--- src/fsr_pkg.sv ---
/*
 * constants for the power supply fault and status word logic:
 * command codes, bit positions of both status words, interrupt layout.
 * assumes a management bus front end that hands over command codes as
 * a plain 8-bit address.
 */
package fsr_pkg;

    // ************************************************************
    // bus shape
    // ************************************************************
    localparam int ADDR_W = 8;
    localparam int DATA_W = 16;

    // ************************************************************
    // command codes
    // ************************************************************
    localparam logic [7:0] VENDOR_FAULT_STATUS_ADDR = 8'h74;
    localparam logic [7:0] THERMAL_FAULT_STATUS_ADDR = 8'h76;
    localparam logic [7:0] INT_STATUS_ADDR = 8'h78;
    localparam logic [7:0] INT_MASK_ADDR = 8'h7a;

    localparam logic [15:0] WORD_RESET = 16'h0000;

    // ************************************************************
    // vendor fault status word bit positions
    // ************************************************************
    localparam int VF_BULK_SHORT = 14;
    localparam int VF_BULK2_OVER_VOLT = 13;
    localparam int VF_BULK1_OVER_VOLT = 12;
    localparam int VF_BULK_MISMATCH = 11;
    localparam int VF_BULK2_UNDER_VOLT = 10;
    localparam int VF_BULK1_UNDER_VOLT = 9;
    localparam int VF_BULK_GOOD = 8;
    localparam int VF_ISO_MON = 7;
    localparam int VF_CONV_SUPPLY_MON = 6;
    localparam int VF_PREREG_SUPPLY_MON = 5;
    localparam int VF_RAIL_IMBALANCE = 3;
    localparam int VF_PRIMARY_OC = 2;
    localparam int VF_INPUT_PARALLEL = 1;

    // ************************************************************
    // thermal fault status word bit positions
    // ************************************************************
    localparam int TF_PREREG_SWITCH_HOT = 15;
    localparam int TF_FREEWHEEL2_HOT = 14;
    localparam int TF_FREEWHEEL1_HOT = 13;
    localparam int TF_TRANSFORMER2_HOT = 12;
    localparam int TF_TRANSFORMER1_HOT = 11;
    localparam int TF_AUX_SENSOR_HOT = 10;
    localparam int TF_AMBIENT_SENSOR_HOT = 9;
    localparam int TF_ANY_THERMAL = 7;
    localparam int TF_SUMMARY_HI = 15;
    localparam int TF_SUMMARY_LO = 9;

    // ************************************************************
    // power-cycle latched group: index inside the latch vector
    // ************************************************************
    localparam int LAT_W = 7;
    localparam int LAT_BULK_SHORT = 0;
    localparam int LAT_BULK2_OVER_VOLT = 1;
    localparam int LAT_BULK1_OVER_VOLT = 2;
    localparam int LAT_BULK_MISMATCH = 3;
    localparam int LAT_BULK2_UNDER_VOLT = 4;
    localparam int LAT_BULK1_UNDER_VOLT = 5;
    localparam int LAT_RAIL_IMBALANCE = 6;

    // ************************************************************
    // sticky supply monitor group
    // ************************************************************
    localparam int STK_W = 3;
    localparam int STK_ISO = 0;
    localparam int STK_CONV = 1;
    localparam int STK_PREREG = 2;

    // ************************************************************
    // interrupt status and mask layout
    // ************************************************************
    localparam int INT_W = 3;
    localparam int INT_LATCHED_FAULT = 0;
    localparam int INT_SUPPLY_MONITOR = 1;
    localparam int INT_THERMAL_ONSET = 2;
    localparam logic [2:0] INT_MASK_RESET = 3'h0;

endpackage

--- src/fsr_fault_status.sv ---
/*
 * fault and status word logic of a power supply management interface:
 * a vendor fault status word, a thermal fault status word, and an
 * interrupt status and mask pair, all read by command code.
 * assumes all condition inputs are synchronous to clk_i, already
 * debounced and compared against their thresholds elsewhere; the
 * power-on reset stands for an input power cycle.
 */
// Summary of operation
// - bulk short on either rail latches b14
// - bulk 2 overvoltage latches b13
// - bulk 1 overvoltage latches b12
// - bulk rail regulation mismatch latches b11
// - bulk 2 undervoltage latches b10
// - bulk 1 undervoltage latches b9
// - b8 follows bulk at nominal level
// - isolated supply monitor input sets sticky b7
// - converter supply monitor input sets sticky b6
// - preregulator supply monitor input sets sticky b5
// - b1 reads one parallel, zero series
// - thermal b15 tracks preregulator switch overheat
// - thermal b14 tracks freewheel 2 overheat
// - thermal b13 tracks freewheel 1 overheat
// - thermal b10 tracks auxiliary sensor overheat
// - thermal b9 tracks ambient sensor overheat
// - thermal b7 is OR of bits 15..9
`timescale 1ns/1ps
module fsr_fault_status (
    // clock, reset, enable
    input wire logic clk_i,
    input wire logic resetn_i,
    input wire logic ce_i,

    // register port
    input wire logic [fsr_pkg::ADDR_W-1:0] addr_i,
    input wire logic [fsr_pkg::DATA_W-1:0] wdata_i,
    input wire logic wr_i,
    input wire logic rd_i,
    output logic [fsr_pkg::DATA_W-1:0] rdata_o,

    // bulk rail conditions
    input wire logic bulk1_short_i,
    input wire logic bulk2_short_i,
    input wire logic bulk1_over_volt_i,
    input wire logic bulk2_over_volt_i,
    input wire logic bulk_mismatch_i,
    input wire logic bulk1_under_volt_i,
    input wire logic bulk2_under_volt_i,
    input wire logic bulk_good_i,

    // external supply monitors
    input wire logic isolated_supply_monitor_i,
    input wire logic converter_supply_monitor_i,
    input wire logic preregulator_supply_monitor_i,

    // other primary conditions
    input wire logic rail_imbalance_i,
    input wire logic primary_overcurrent_i,
    input wire logic input_parallel_i,

    // temperature sensor comparisons
    input wire logic preregulator_switch_hot_i,
    input wire logic freewheel2_hot_i,
    input wire logic freewheel1_hot_i,
    input wire logic transformer2_hot_i,
    input wire logic transformer1_hot_i,
    input wire logic aux_sensor_hot_i,
    input wire logic ambient_sensor_hot_i,

    // interrupt
    output logic irq_o
);

    // ************************************************************
    // state
    // ************************************************************
    typedef struct packed
    {
        logic [fsr_pkg::DATA_W-1:0] rdata;
        logic irq;
        logic thermal_prev;
    } fsr_top_state_t;

    fsr_top_state_t st;
    fsr_top_state_t next_st;

    logic [fsr_pkg::LAT_W-1:0] lat_set;
    logic [fsr_pkg::LAT_W-1:0] lat_flags;
    logic [fsr_pkg::LAT_W-1:0] lat_rose;
    logic [fsr_pkg::STK_W-1:0] stk_set;
    logic [fsr_pkg::STK_W-1:0] stk_flags;
    logic [fsr_pkg::STK_W-1:0] stk_rose;
    logic [fsr_pkg::DATA_W-1:0] vendor_fault_status;
    logic [fsr_pkg::DATA_W-1:0] thermal_fault_status;
    logic any_thermal_fault;
    logic [fsr_pkg::INT_W-1:0] int_event;
    logic [fsr_pkg::INT_W-1:0] int_status;
    logic [fsr_pkg::INT_W-1:0] int_mask;
    logic int_irq;
    logic int_status_wr;
    logic int_mask_wr;

    // ************************************************************
    // power-cycle latched faults
    // ************************************************************
    always_comb
    begin
        lat_set = '0;
        lat_set[fsr_pkg::LAT_BULK_SHORT] =
            bulk1_short_i | bulk2_short_i;
        lat_set[fsr_pkg::LAT_BULK2_OVER_VOLT] = bulk2_over_volt_i;
        lat_set[fsr_pkg::LAT_BULK1_OVER_VOLT] = bulk1_over_volt_i;
        lat_set[fsr_pkg::LAT_BULK_MISMATCH] = bulk_mismatch_i;
        lat_set[fsr_pkg::LAT_BULK2_UNDER_VOLT] = bulk2_under_volt_i;
        lat_set[fsr_pkg::LAT_BULK1_UNDER_VOLT] = bulk1_under_volt_i;
        lat_set[fsr_pkg::LAT_RAIL_IMBALANCE] = rail_imbalance_i;
    end

    // no software clear exists: only the power-on reset drops these
    fsr_flag_latch #(
        .W(fsr_pkg::LAT_W)
    )
    u_latched (
        .clk_i(clk_i),
        .resetn_i(resetn_i),
        .ce_i(ce_i),
        .set_i(lat_set),
        .flags_o(lat_flags),
        .rose_o(lat_rose)
    );

    // ************************************************************
    // sticky supply monitor flags
    // ************************************************************
    always_comb
    begin
        stk_set = '0;
        stk_set[fsr_pkg::STK_ISO] = isolated_supply_monitor_i;
        stk_set[fsr_pkg::STK_CONV] = converter_supply_monitor_i;
        stk_set[fsr_pkg::STK_PREREG] =
            preregulator_supply_monitor_i;
    end

    fsr_flag_latch #(
        .W(fsr_pkg::STK_W)
    )
    u_sticky (
        .clk_i(clk_i),
        .resetn_i(resetn_i),
        .ce_i(ce_i),
        .set_i(stk_set),
        .flags_o(stk_flags),
        .rose_o(stk_rose)
    );

    // ************************************************************
    // vendor fault status word
    // ************************************************************
    always_comb
    begin
        // unassigned positions stay zero
        vendor_fault_status = fsr_pkg::WORD_RESET;
        vendor_fault_status[fsr_pkg::VF_BULK_SHORT] =
            lat_flags[fsr_pkg::LAT_BULK_SHORT];
        vendor_fault_status[fsr_pkg::VF_BULK2_OVER_VOLT] =
            lat_flags[fsr_pkg::LAT_BULK2_OVER_VOLT];
        vendor_fault_status[fsr_pkg::VF_BULK1_OVER_VOLT] =
            lat_flags[fsr_pkg::LAT_BULK1_OVER_VOLT];
        vendor_fault_status[fsr_pkg::VF_BULK_MISMATCH] =
            lat_flags[fsr_pkg::LAT_BULK_MISMATCH];
        vendor_fault_status[fsr_pkg::VF_BULK2_UNDER_VOLT] =
            lat_flags[fsr_pkg::LAT_BULK2_UNDER_VOLT];
        vendor_fault_status[fsr_pkg::VF_BULK1_UNDER_VOLT] =
            lat_flags[fsr_pkg::LAT_BULK1_UNDER_VOLT];
        vendor_fault_status[fsr_pkg::VF_BULK_GOOD] = bulk_good_i;
        vendor_fault_status[fsr_pkg::VF_ISO_MON] =
            stk_flags[fsr_pkg::STK_ISO];
        vendor_fault_status[fsr_pkg::VF_CONV_SUPPLY_MON] =
            stk_flags[fsr_pkg::STK_CONV];
        vendor_fault_status[fsr_pkg::VF_PREREG_SUPPLY_MON] =
            stk_flags[fsr_pkg::STK_PREREG];
        vendor_fault_status[fsr_pkg::VF_RAIL_IMBALANCE] =
            lat_flags[fsr_pkg::LAT_RAIL_IMBALANCE];
        // primary overcurrent recovers by itself
        vendor_fault_status[fsr_pkg::VF_PRIMARY_OC] = primary_overcurrent_i;
        vendor_fault_status[fsr_pkg::VF_INPUT_PARALLEL] =
            input_parallel_i;
    end

    // ************************************************************
    // thermal fault status word
    // ************************************************************
    always_comb
    begin
        thermal_fault_status = fsr_pkg::WORD_RESET;
        // every sensor bit follows its live comparison, no latching
        thermal_fault_status[fsr_pkg::TF_PREREG_SWITCH_HOT] =
            preregulator_switch_hot_i;
        thermal_fault_status[fsr_pkg::TF_FREEWHEEL2_HOT] =
            freewheel2_hot_i;
        thermal_fault_status[fsr_pkg::TF_FREEWHEEL1_HOT] =
            freewheel1_hot_i;
        thermal_fault_status[fsr_pkg::TF_TRANSFORMER2_HOT] =
            transformer2_hot_i;
        thermal_fault_status[fsr_pkg::TF_TRANSFORMER1_HOT] =
            transformer1_hot_i;
        thermal_fault_status[fsr_pkg::TF_AUX_SENSOR_HOT] =
            aux_sensor_hot_i;
        thermal_fault_status[fsr_pkg::TF_AMBIENT_SENSOR_HOT] =
            ambient_sensor_hot_i;
        any_thermal_fault = |thermal_fault_status[
            fsr_pkg::TF_SUMMARY_HI:fsr_pkg::TF_SUMMARY_LO];
        thermal_fault_status[fsr_pkg::TF_ANY_THERMAL] =
            any_thermal_fault;
    end

    // ************************************************************
    // interrupt events and register decode
    // ************************************************************
    always_comb
    begin
        int_event = '0;
        int_event[fsr_pkg::INT_LATCHED_FAULT] = |lat_rose;
        int_event[fsr_pkg::INT_SUPPLY_MONITOR] = |stk_rose;
        // thermal bits are live, so only the onset is an event
        int_event[fsr_pkg::INT_THERMAL_ONSET] =
            ce_i & any_thermal_fault & ~st.thermal_prev;
    end

    assign int_status_wr = wr_i && (addr_i == fsr_pkg::INT_STATUS_ADDR);
    assign int_mask_wr = wr_i && (addr_i == fsr_pkg::INT_MASK_ADDR);

    fsr_irq_ctrl u_irq (
        .clk_i(clk_i),
        .resetn_i(resetn_i),
        .ce_i(ce_i),
        .event_i(int_event),
        .status_wr_i(int_status_wr),
        .mask_wr_i(int_mask_wr),
        .wdata_i(wdata_i[fsr_pkg::INT_W-1:0]),
        .status_o(int_status),
        .mask_o(int_mask),
        .irq_o(int_irq)
    );

    // ************************************************************
    // read path and output flops
    // ************************************************************
    always_comb
    begin
        next_st = st;
        if (ce_i)
        begin
            next_st.thermal_prev = any_thermal_fault;
            // irq in the controller is a flop; this copy keeps the
            // top output on a flop at the cost of one cycle of delay
            next_st.irq = int_irq;
            // read data stand until the next enabled cycle, then fall back to zero
            next_st.rdata = fsr_pkg::WORD_RESET;
            if (rd_i)
            begin
                unique case (addr_i)
                    fsr_pkg::VENDOR_FAULT_STATUS_ADDR:
                    begin
                        next_st.rdata = vendor_fault_status;
                    end
                    fsr_pkg::THERMAL_FAULT_STATUS_ADDR:
                    begin
                        next_st.rdata = thermal_fault_status;
                    end
                    fsr_pkg::INT_STATUS_ADDR:
                    begin
                        next_st.rdata[fsr_pkg::INT_W-1:0] = int_status;
                    end
                    fsr_pkg::INT_MASK_ADDR:
                    begin
                        next_st.rdata[fsr_pkg::INT_W-1:0] = int_mask;
                    end
                    default:
                    begin
                        // unmapped codes answer zero
                        next_st.rdata = fsr_pkg::WORD_RESET;
                    end
                endcase
            end
        end
    end

    always_ff @(posedge clk_i or negedge resetn_i)
    begin
        if (!resetn_i)
        begin
            st.rdata <= fsr_pkg::WORD_RESET;
            st.irq <= 1'b0;
            st.thermal_prev <= 1'b0;
        end
        else
        begin
            st <= next_st;
        end
    end

    assign rdata_o = st.rdata;
    assign irq_o = st.irq;

endmodule

--- src/fsr_flag_latch.sv ---
/*
 * bank of set-only flags: a flag rises with its set input and holds
 * until reset; also reports which flags rose in the current cycle.
 * assumes set inputs synchronous to clk_i.
 */
`timescale 1ns/1ps
module fsr_flag_latch #(
    parameter int W = 1
)
(
    // clock and reset
    input wire logic clk_i,
    input wire logic resetn_i,
    input wire logic ce_i,
    // flags
    input wire logic [W-1:0] set_i,
    output logic [W-1:0] flags_o,
    output logic [W-1:0] rose_o
);

    typedef struct packed
    {
        logic [W-1:0] flags;
    } fsr_latch_state_t;

    fsr_latch_state_t st;
    fsr_latch_state_t next_st;

    always_comb
    begin
        next_st = st;
        if (ce_i)
        begin
            next_st.flags = st.flags | set_i;
        end
    end

    always_ff @(posedge clk_i or negedge resetn_i)
    begin
        if (!resetn_i)
        begin
            st <= '0;
        end
        else
        begin
            st <= next_st;
        end
    end

    assign flags_o = st.flags;
    // only a first rise counts, a flag already held raises no event
    assign rose_o = ce_i ? (set_i & ~st.flags) : '0;

endmodule

--- src/fsr_irq_ctrl.sv ---
/*
 * interrupt status (write one to clear), mask and level interrupt.
 * assumes one-cycle event pulses and one-cycle write strobes.
 */
`timescale 1ns/1ps
module fsr_irq_ctrl (
    // clock and reset
    input wire logic clk_i,
    input wire logic resetn_i,
    input wire logic ce_i,
    // events and software access
    input wire logic [fsr_pkg::INT_W-1:0] event_i,
    input wire logic status_wr_i,
    input wire logic mask_wr_i,
    input wire logic [fsr_pkg::INT_W-1:0] wdata_i,
    // state
    output logic [fsr_pkg::INT_W-1:0] status_o,
    output logic [fsr_pkg::INT_W-1:0] mask_o,
    output logic irq_o
);

    typedef struct packed
    {
        logic [fsr_pkg::INT_W-1:0] status;
        logic [fsr_pkg::INT_W-1:0] mask;
        logic irq;
    } fsr_irq_state_t;

    fsr_irq_state_t st;
    fsr_irq_state_t next_st;

    always_comb
    begin
        next_st = st;
        if (ce_i)
        begin
            // set beats clear so an event in the clearing cycle survives
            if (status_wr_i)
            begin
                next_st.status = (st.status & ~wdata_i) | event_i;
            end
            else
            begin
                next_st.status = st.status | event_i;
            end
            if (mask_wr_i)
            begin
                next_st.mask = wdata_i;
            end
            next_st.irq = |(next_st.status & next_st.mask);
        end
    end

    always_ff @(posedge clk_i or negedge resetn_i)
    begin
        if (!resetn_i)
        begin
            st.status <= '0;
            st.mask <= fsr_pkg::INT_MASK_RESET;
            st.irq <= 1'b0;
        end
        else
        begin
            st <= next_st;
        end
    end

    assign status_o = st.status;
    assign mask_o = st.mask;
    assign irq_o = st.irq;

endmodule

--- config.mk ---
export PLATFORM = sky130hd
export DESIGN_NAME = fsr_fault_status
export DESIGN_NICKNAME = d
export VERILOG_FILES = /design/src/fsr_pkg.sv /design/src/fsr_fault_status.sv /design/src/fsr_flag_latch.sv /design/src/fsr_irq_ctrl.sv
export SDC_FILE = /design/constraint.sdc
export NUM_CORES = 1
export LEC_CHECK = 0
export BUFFER_PORTS_ARGS = -buffer_cell sky130_fd_sc_hd__clkbuf_2
export CORE_ASPECT_RATIO = 0.6
export CORE_MARGIN = 2
export CORE_UTILIZATION = 49
export DETAILED_ROUTE_END_ITERATION = 8
export PLACE_DENSITY = 0.79
export SLEW_MARGIN = 40
export SYNTH_ARGS = -nofsm -noshare
export SYNTH_HDL_FRONTEND = slang
export SYNTH_SLANG_ARGS = --single-unit
--- constraint.sdc ---
create_clock -name clk_i -period 2 [get_ports clk_i]
set_clock_uncertainty 0.1 [all_clocks]
set_input_delay 0.3 -clock clk_i [delete_from_list [all_inputs] [get_ports clk_i]]
set_output_delay 0.3 -clock clk_i [all_outputs]
set_load 0.005 [all_outputs]
; ---- Yosys cells after proc, flatten, opt, wreduce, memory -nomap -nowiden
; Cells that the tools add are included.
[op_classes]
eq_ne = 4
reduce_logical = 6
n_bitwise = 15
mux = 9
[ops]
columns = cell, n
row1 = $eq A8 B7 Y1 const B, 4
row2 = $pmux W13 S2, 1
row3 = $mux W16, 1
row4 = $mux W3, 5
row5 = $reduce_or A7 Y1, 2
row6 = $and A3 B3 Y3, 3
row7 = $or A3 B3 Y3, 3
row8 = $pmux W3 S3, 1
row9 = $and A7 B7 Y7, 1
row10 = $mux W7, 1
row11 = $not A7 Y7, 1
row12 = $or A7 B7 Y7, 1
row13 = $not A3 Y3, 2
row14 = $reduce_or A3 Y1, 2
row15 = $and A1 B1 Y1, 2
row16 = $logic_and A1 B1 Y1, 2
row17 = $not A1 Y1, 1
row18 = $or A1 B1 Y1, 1
[totals]
wordCells = 42
output_inout_bits = 17
ff_bits = 35

; ---- Logic depth before layout (Yosys ltp)
[logic_depth]
depth_word = 9
ltp_mapped = 6

; ---- Hierarchy
; From an unflattened synthesis, not the netlist that was laid out.
[unflattened]
cells_unflattened = 177
area_unflattened_um2 = 1905.6
[by_module_without_submodules]
columns = module, cells_each, n_inst, area_each_um2
row1 = fsr_fault_status, 115, 1, 1107.3
row2 = fsr_irq_ctrl, 31, 1, 356.6
row3 = fsr_flag_latch (u_latched), 22, 1, 314.1
row4 = fsr_flag_latch (u_sticky), 9, 1, 127.6

; ---- Worst setup path before layout
; OpenSTA, ideal clock, no wires.
[synth_timing]
path_kind = input to register
startpoint = input port transformer1_hot_i
endpoint = register u_irq.st (netlist bit u_irq.irq_o)
setup_ns = 0.118
setup_slack_ns = 0.257
t_arrival_ns = 1.525
stages = 6
cell_sequence = or4_4 -> nor4_4 -> o211ai_1 -> a21oi_1 -> o22ai_1 -> a21o_1
[synth_via]
elab_chain_len = 8
word_cells_on_any_way = 9
classes_between = 2 x mux / 5 x bitwise / 2 x reduce/logical
[synth_rtl]
columns = element, line_no
row1 = from (decl), fsr_fault_status.sv:66  ; input wire logic transformer1_hot_i,
row2 = $reduce_or A7 Y1 *, fsr_fault_status.sv:211  ; any_thermal_fault = |thermal_fault_status[
row3 = $and A1 B1 Y1 * (2 in series), fsr_fault_status.sv:227  ; ce_i & any_thermal_fault & ~st.thermal_prev;
row4 = "$or A3 B3 Y3, on equally long branches", "fsr_irq_ctrl.sv:44, fsr_irq_ctrl.sv:40"
row5 = $mux W3 *, fsr_irq_ctrl.sv:38  ; if (status_wr_i)
row6 = $mux W3 *, fsr_irq_ctrl.sv:35  ; if (ce_i)
row7 = $and A3 B3 Y3 *, fsr_irq_ctrl.sv:50  ; next_st.irq = |(next_st.status & next_st.mask);
row8 = $reduce_or A3 Y1 *, fsr_irq_ctrl.sv:50
row9 = to (signal assigned), fsr_irq_ctrl.sv:64  ; st <= next_st;
row10 = to (decl), fsr_irq_ctrl.sv:29  ; fsr_irq_state_t st;
; Every way passes the cells marked *; elsewhere a longest branch is shown, timed or not. The select of a mux whose other input is x is not followed.
; A chain may end at the register's enable or synchronous reset.

; ---- Final worst setup path
; Same ends and word-level chain as after synthesis.

==> results.md <==
Placement:
- OpenSTA, run right after detailed placement, puts the worst setup slack at 0.0198 ns.
- The weighted congestion at the end of routability-driven global placement is 0.822.
- The estimated wirelength of the detail-placed design is 2960 um.
- Input and output buffers added on the ports amount to 52.

Detailed routing:
- The first-pass iteration count of the detailed router is 4.
- The DRC violation total after the first TritonRoute iteration is 98.
- In the routed layout, each cell is associated on average with a via count of 5.38.
- In the routed design, unresolved DRC markers number 0.
- The remaining number of nets flagged by the antenna check after routing is 0.
- The final layout contains routed wiring with a total length of 3800 um.
- The routed layout has 1410 vias.
- The routed length per instance is 14.5 um.

Power:
- The worst IR drop on VDD is 0.370 mV.
- The final total power is 1.31 mW.
- The net load switching power is 315 uW.
- The clock network is responsible for 35.5% of the overall power.
- In this run, the combinational gates consume 10.6% of the power.
- The fraction of power spent switching nets is 24.0%.
- Power spread over the standard cell area amounts to 627 nW/um^2.
- The leakage power figure is 1.04 nW.
- The sequential power share is 53.9%.
- The total internal power is 998 uW.

Global route:
- The largest net degree at the start of global routing is 35.
- The aggregate global-route resource usage is 20.3%.
- The total overflow left after global routing is 0.
- The first global-routing pass estimated 6260 um of wire.
- The initial antenna violation count is 0.
- The via count of the first global-routing pass came to 1301.

Timing:
- Setup violations remaining at the end of the flow were counted as 0.
- Setup total negative slack on the finished layout was measured at 0 ns.
- For the pin with the worst max-slew slack, the measured transition is 0.511 ns.
- The final critical-path required period is 1.69 ns.
- The worst relative slew slack is 66.0%.
- Final hold analysis gives a worst-case slack of 0.137 ns.
- Setup repair after global routing left no endpoint under its margin.
- The final cycle utilization of the critical path is 84.5%.
- The number of max-slew violations in the final report is 0.
- The worst path setup slack after routing is 0.311 ns.
- Based on the critical path, the design can be clocked at up to 592 MHz.
- The number of endpoints with negative hold slack in the final report came to 0.

Clocking:
- The clock sink count is 34.
- Counting the buffers created by CTS gives 5.
- The clock insertion delay at the later pin of the skew report is 0.28 ns.
- The tree is rooted in a sky130_fd_sc_hd__clkbuf_8.
- The clock tree from TritonCTS is yes.
- The clock passes through at most 2 buffers.
- Clock-pin slew was measured on the worst setup and hold paths at 0.07 ns.
- The number of H-tree levels is 2.

Synth:
- Synthesis inferred 34 register bits.
- Yosys printed 0 warnings.
- The synthesized netlist cell count is 172.
- The netlist uses 43 different library cells.
- Counting every net in the synthesized netlist gives 222.
- The dominant synthesized flop cell is sky130_fd_sc_hd__dfrtp_1.
- In this run the cell area of the synthesized design comes to 1820 sq um.
- Counting flops with a built-in enable in the synthesized netlist gives 0.
- Sequential elements use 46.7% of the synthesized area.
- The share of synthesized registers carrying an async set or reset is 100%.
- The synthesized area divided by synthesized cell count is 10.6 sq um.

Cells and area:
- The final core utilization is 57.9%.
- The share of layout cells above drive strength 1 is 35.8%.
- The number of antenna diodes in the final layout is 0.
- The relative area change from synthesis to final layout is 14.9%.
- At the end of the flow, the number of nets in the layout was 265.

Die:
- The floorplan has 17 rows.
- For this design the top-level I/O count stands at 67.
- The core region is 3620 sq um.
- The overall die width is 82.7 um.
- The die is 51.2 um tall.
- The die covers 4240 sq um.
- The effective utilization at floorplan is 50.4%.

Flow run:
- The number of maximum-capacitance constraint violations is 0.

Min path:
- The tightest min-delay check is of the in -> reg type.
- The count of cells along the worst hold path is 2.

Critical path:
- The critical path start-end classification is in -> reg.
- The worst register-to-register path has a setup slack of 0.46 ns.
- The worst endpoint required time is 2.08 ns.
- Data arrives at the worst endpoint at 1.76 ns.
- For the worst flop-to-flop path, the logic depth is 6.
- The worst setup path is captured at a flop.
- The type of element launching the critical path is an input port.
- Along the worst path, the maximum fanout reaches 4.

Status:
- The flow ran to the end, and the final reports show no timing, DRC or antenna violations.
[layout make-up]
| type | instances | area [sq um] |
|---|---|---|
| tap | 47 | 58.8 |
| inverter | 12 | 45.0 |
| multi-input combinational | 103 | 747 |
| timing repair buffer | 59 | 315 |
| fill | 312 | 1520 |
| sequential | 34 | 851 |
| clock buffer | 7 | 76.3 |
[placed cells by master, fill, tap and decap left out, types with 3 or more instances in the layout]
cell	synthesis	routed
sky130_fd_sc_hd__buf_4	18	6
sky130_fd_sc_hd__a22o_1	12	12
sky130_fd_sc_hd__nand2_1	11	11
sky130_fd_sc_hd__mux2_2	3	3
sky130_fd_sc_hd__nor2_1	13	13
sky130_fd_sc_hd__a21oi_1	5	5
sky130_fd_sc_hd__clkbuf_8	1	5
sky130_fd_sc_hd__mux2i_1	8	8
sky130_fd_sc_hd__o21ai_0	3	3
sky130_fd_sc_hd__clkbuf_2	0	52
sky130_fd_sc_hd__a21o_1	11	11
sky130_fd_sc_hd__o22ai_1	3	3
sky130_fd_sc_hd__dfrtp_1	34	34
sky130_fd_sc_hd__inv_1	11	11
[worst max-delay path, cell delays in order]
cell	delay, ns
sky130_fd_sc_hd__clkbuf_2	0.10
sky130_fd_sc_hd__or4_4	0.54
sky130_fd_sc_hd__nor4_4	0.23
sky130_fd_sc_hd__o211ai_1	0.12
sky130_fd_sc_hd__a21oi_1	0.16
sky130_fd_sc_hd__o22ai_1	0.12
sky130_fd_sc_hd__a21o_1	0.19
[cells in the mapped netlist (2+ instances only)]
library cell                count  share of area, %
sky130_fd_sc_hd__a21oi_1        5               1.4
sky130_fd_sc_hd__nand2b_1       2              0.69
sky130_fd_sc_hd__a31oi_1        2              0.69
sky130_fd_sc_hd__clkbuf_1       2              0.41
sky130_fd_sc_hd__o221ai_1       2              0.96
sky130_fd_sc_hd__o21ai_0        3              0.82
sky130_fd_sc_hd__inv_1         11               2.3
sky130_fd_sc_hd__nand2_1       11               2.3
sky130_fd_sc_hd__a21o_1        11               4.5
sky130_fd_sc_hd__nor4_2         2               1.4
sky130_fd_sc_hd__o2bb2ai_1      2              0.96
sky130_fd_sc_hd__dfrtp_1       34                47
sky130_fd_sc_hd__nand3b_1       2              0.82
sky130_fd_sc_hd__buf_6          2               1.2
sky130_fd_sc_hd__a22o_1        12               5.8
sky130_fd_sc_hd__mux2i_1        8               4.4
sky130_fd_sc_hd__nor2_1        13               2.7
sky130_fd_sc_hd__buf_4         18               7.4
sky130_fd_sc_hd__a22oi_1        2              0.82
sky130_fd_sc_hd__mux2_2         3               1.9
sky130_fd_sc_hd__o22ai_1        3               1.0
[metal layers]
metal	part of all wire (%)	GRT usage, %	vias up	wire (um)
met1	51	31.2	669	1950
met2	41	27.4	50	1540
met3	7.3	6.18	4	279
met5	0	0	-	0
met4	0.74	5.74	0	28
li1	-	-	687	-
[per-stage QoR]
| stage | std cells | cell area [sq um] |
|---|---|---|
| floorplan | 172 | 1820 |
| global placement | 254 | 2010 |
| detailed placement | 254 | 2010 |
| CTS | 262 | 2090 |
| global route | 262 | 2090 |
| finish | 262 | 2090 |
[cells by family after synthesis]
kind of cell / after synthesis / share of synthesized area, %
AO/OA/AOI/OAI: 49 / 20.2
buffers and inverters: 35 / 12.3
flip-flops: 34 / 46.7
multiplexers: 11 / 6.25
other: 1 / 0.206
AND/OR/NAND/NOR: 42 / 14.4
[state kept, by name, summed over array words and instances (netlist names)]
register / count
irq_o: 1
rdata_o: 15
st: 1
u_irq.irq_o: 1
u_irq.mask_o: 3
u_irq.status_o: 3
u_latched.flags_o: 7
u_sticky.flags_o: 3
[power by group through the flow]
stage | Sequential, mW | Clock [mW] | Combinational (mW)
6_report | 0.708 | 0.466 | 0.138
4_1_cts | 0.708 | 0.479 | 0.139
2_1_floorplan | 0.718 | 0 | 0.0691
3_5_place_dp | 0.721 | 0 | 0.137
3_3_place_gp | 0.720 | 0 | 0.135
5_1_grt | 0.710 | 0.513 | 0.154
[path summary, 6_finish.rpt]
kind | startpoint | endpoint
worst max-delay path | transformer1_hot_i | u_irq.irq_o
worst min-delay path | bulk_good_i | rdata_o[8]
worst max register to register | u_latched.flags_o[2] | u_irq.irq_o
worst min register to register | u_sticky.flags_o[2] | u_sticky.flags_o[2]
max in group asynchronous | resetn_i | rdata_o[0]
min in group asynchronous | resetn_i | rdata_o[10]
[what timing repair did]
item | CTS | global route
hold buffers | 1 | 0
resized for setup | 0 | 0
hold endpoints to repair | 34 | 0
setup endpoints to repair | 0 | 0
setup buffers | 0 | 0
(Power assumes the default switching activity.)
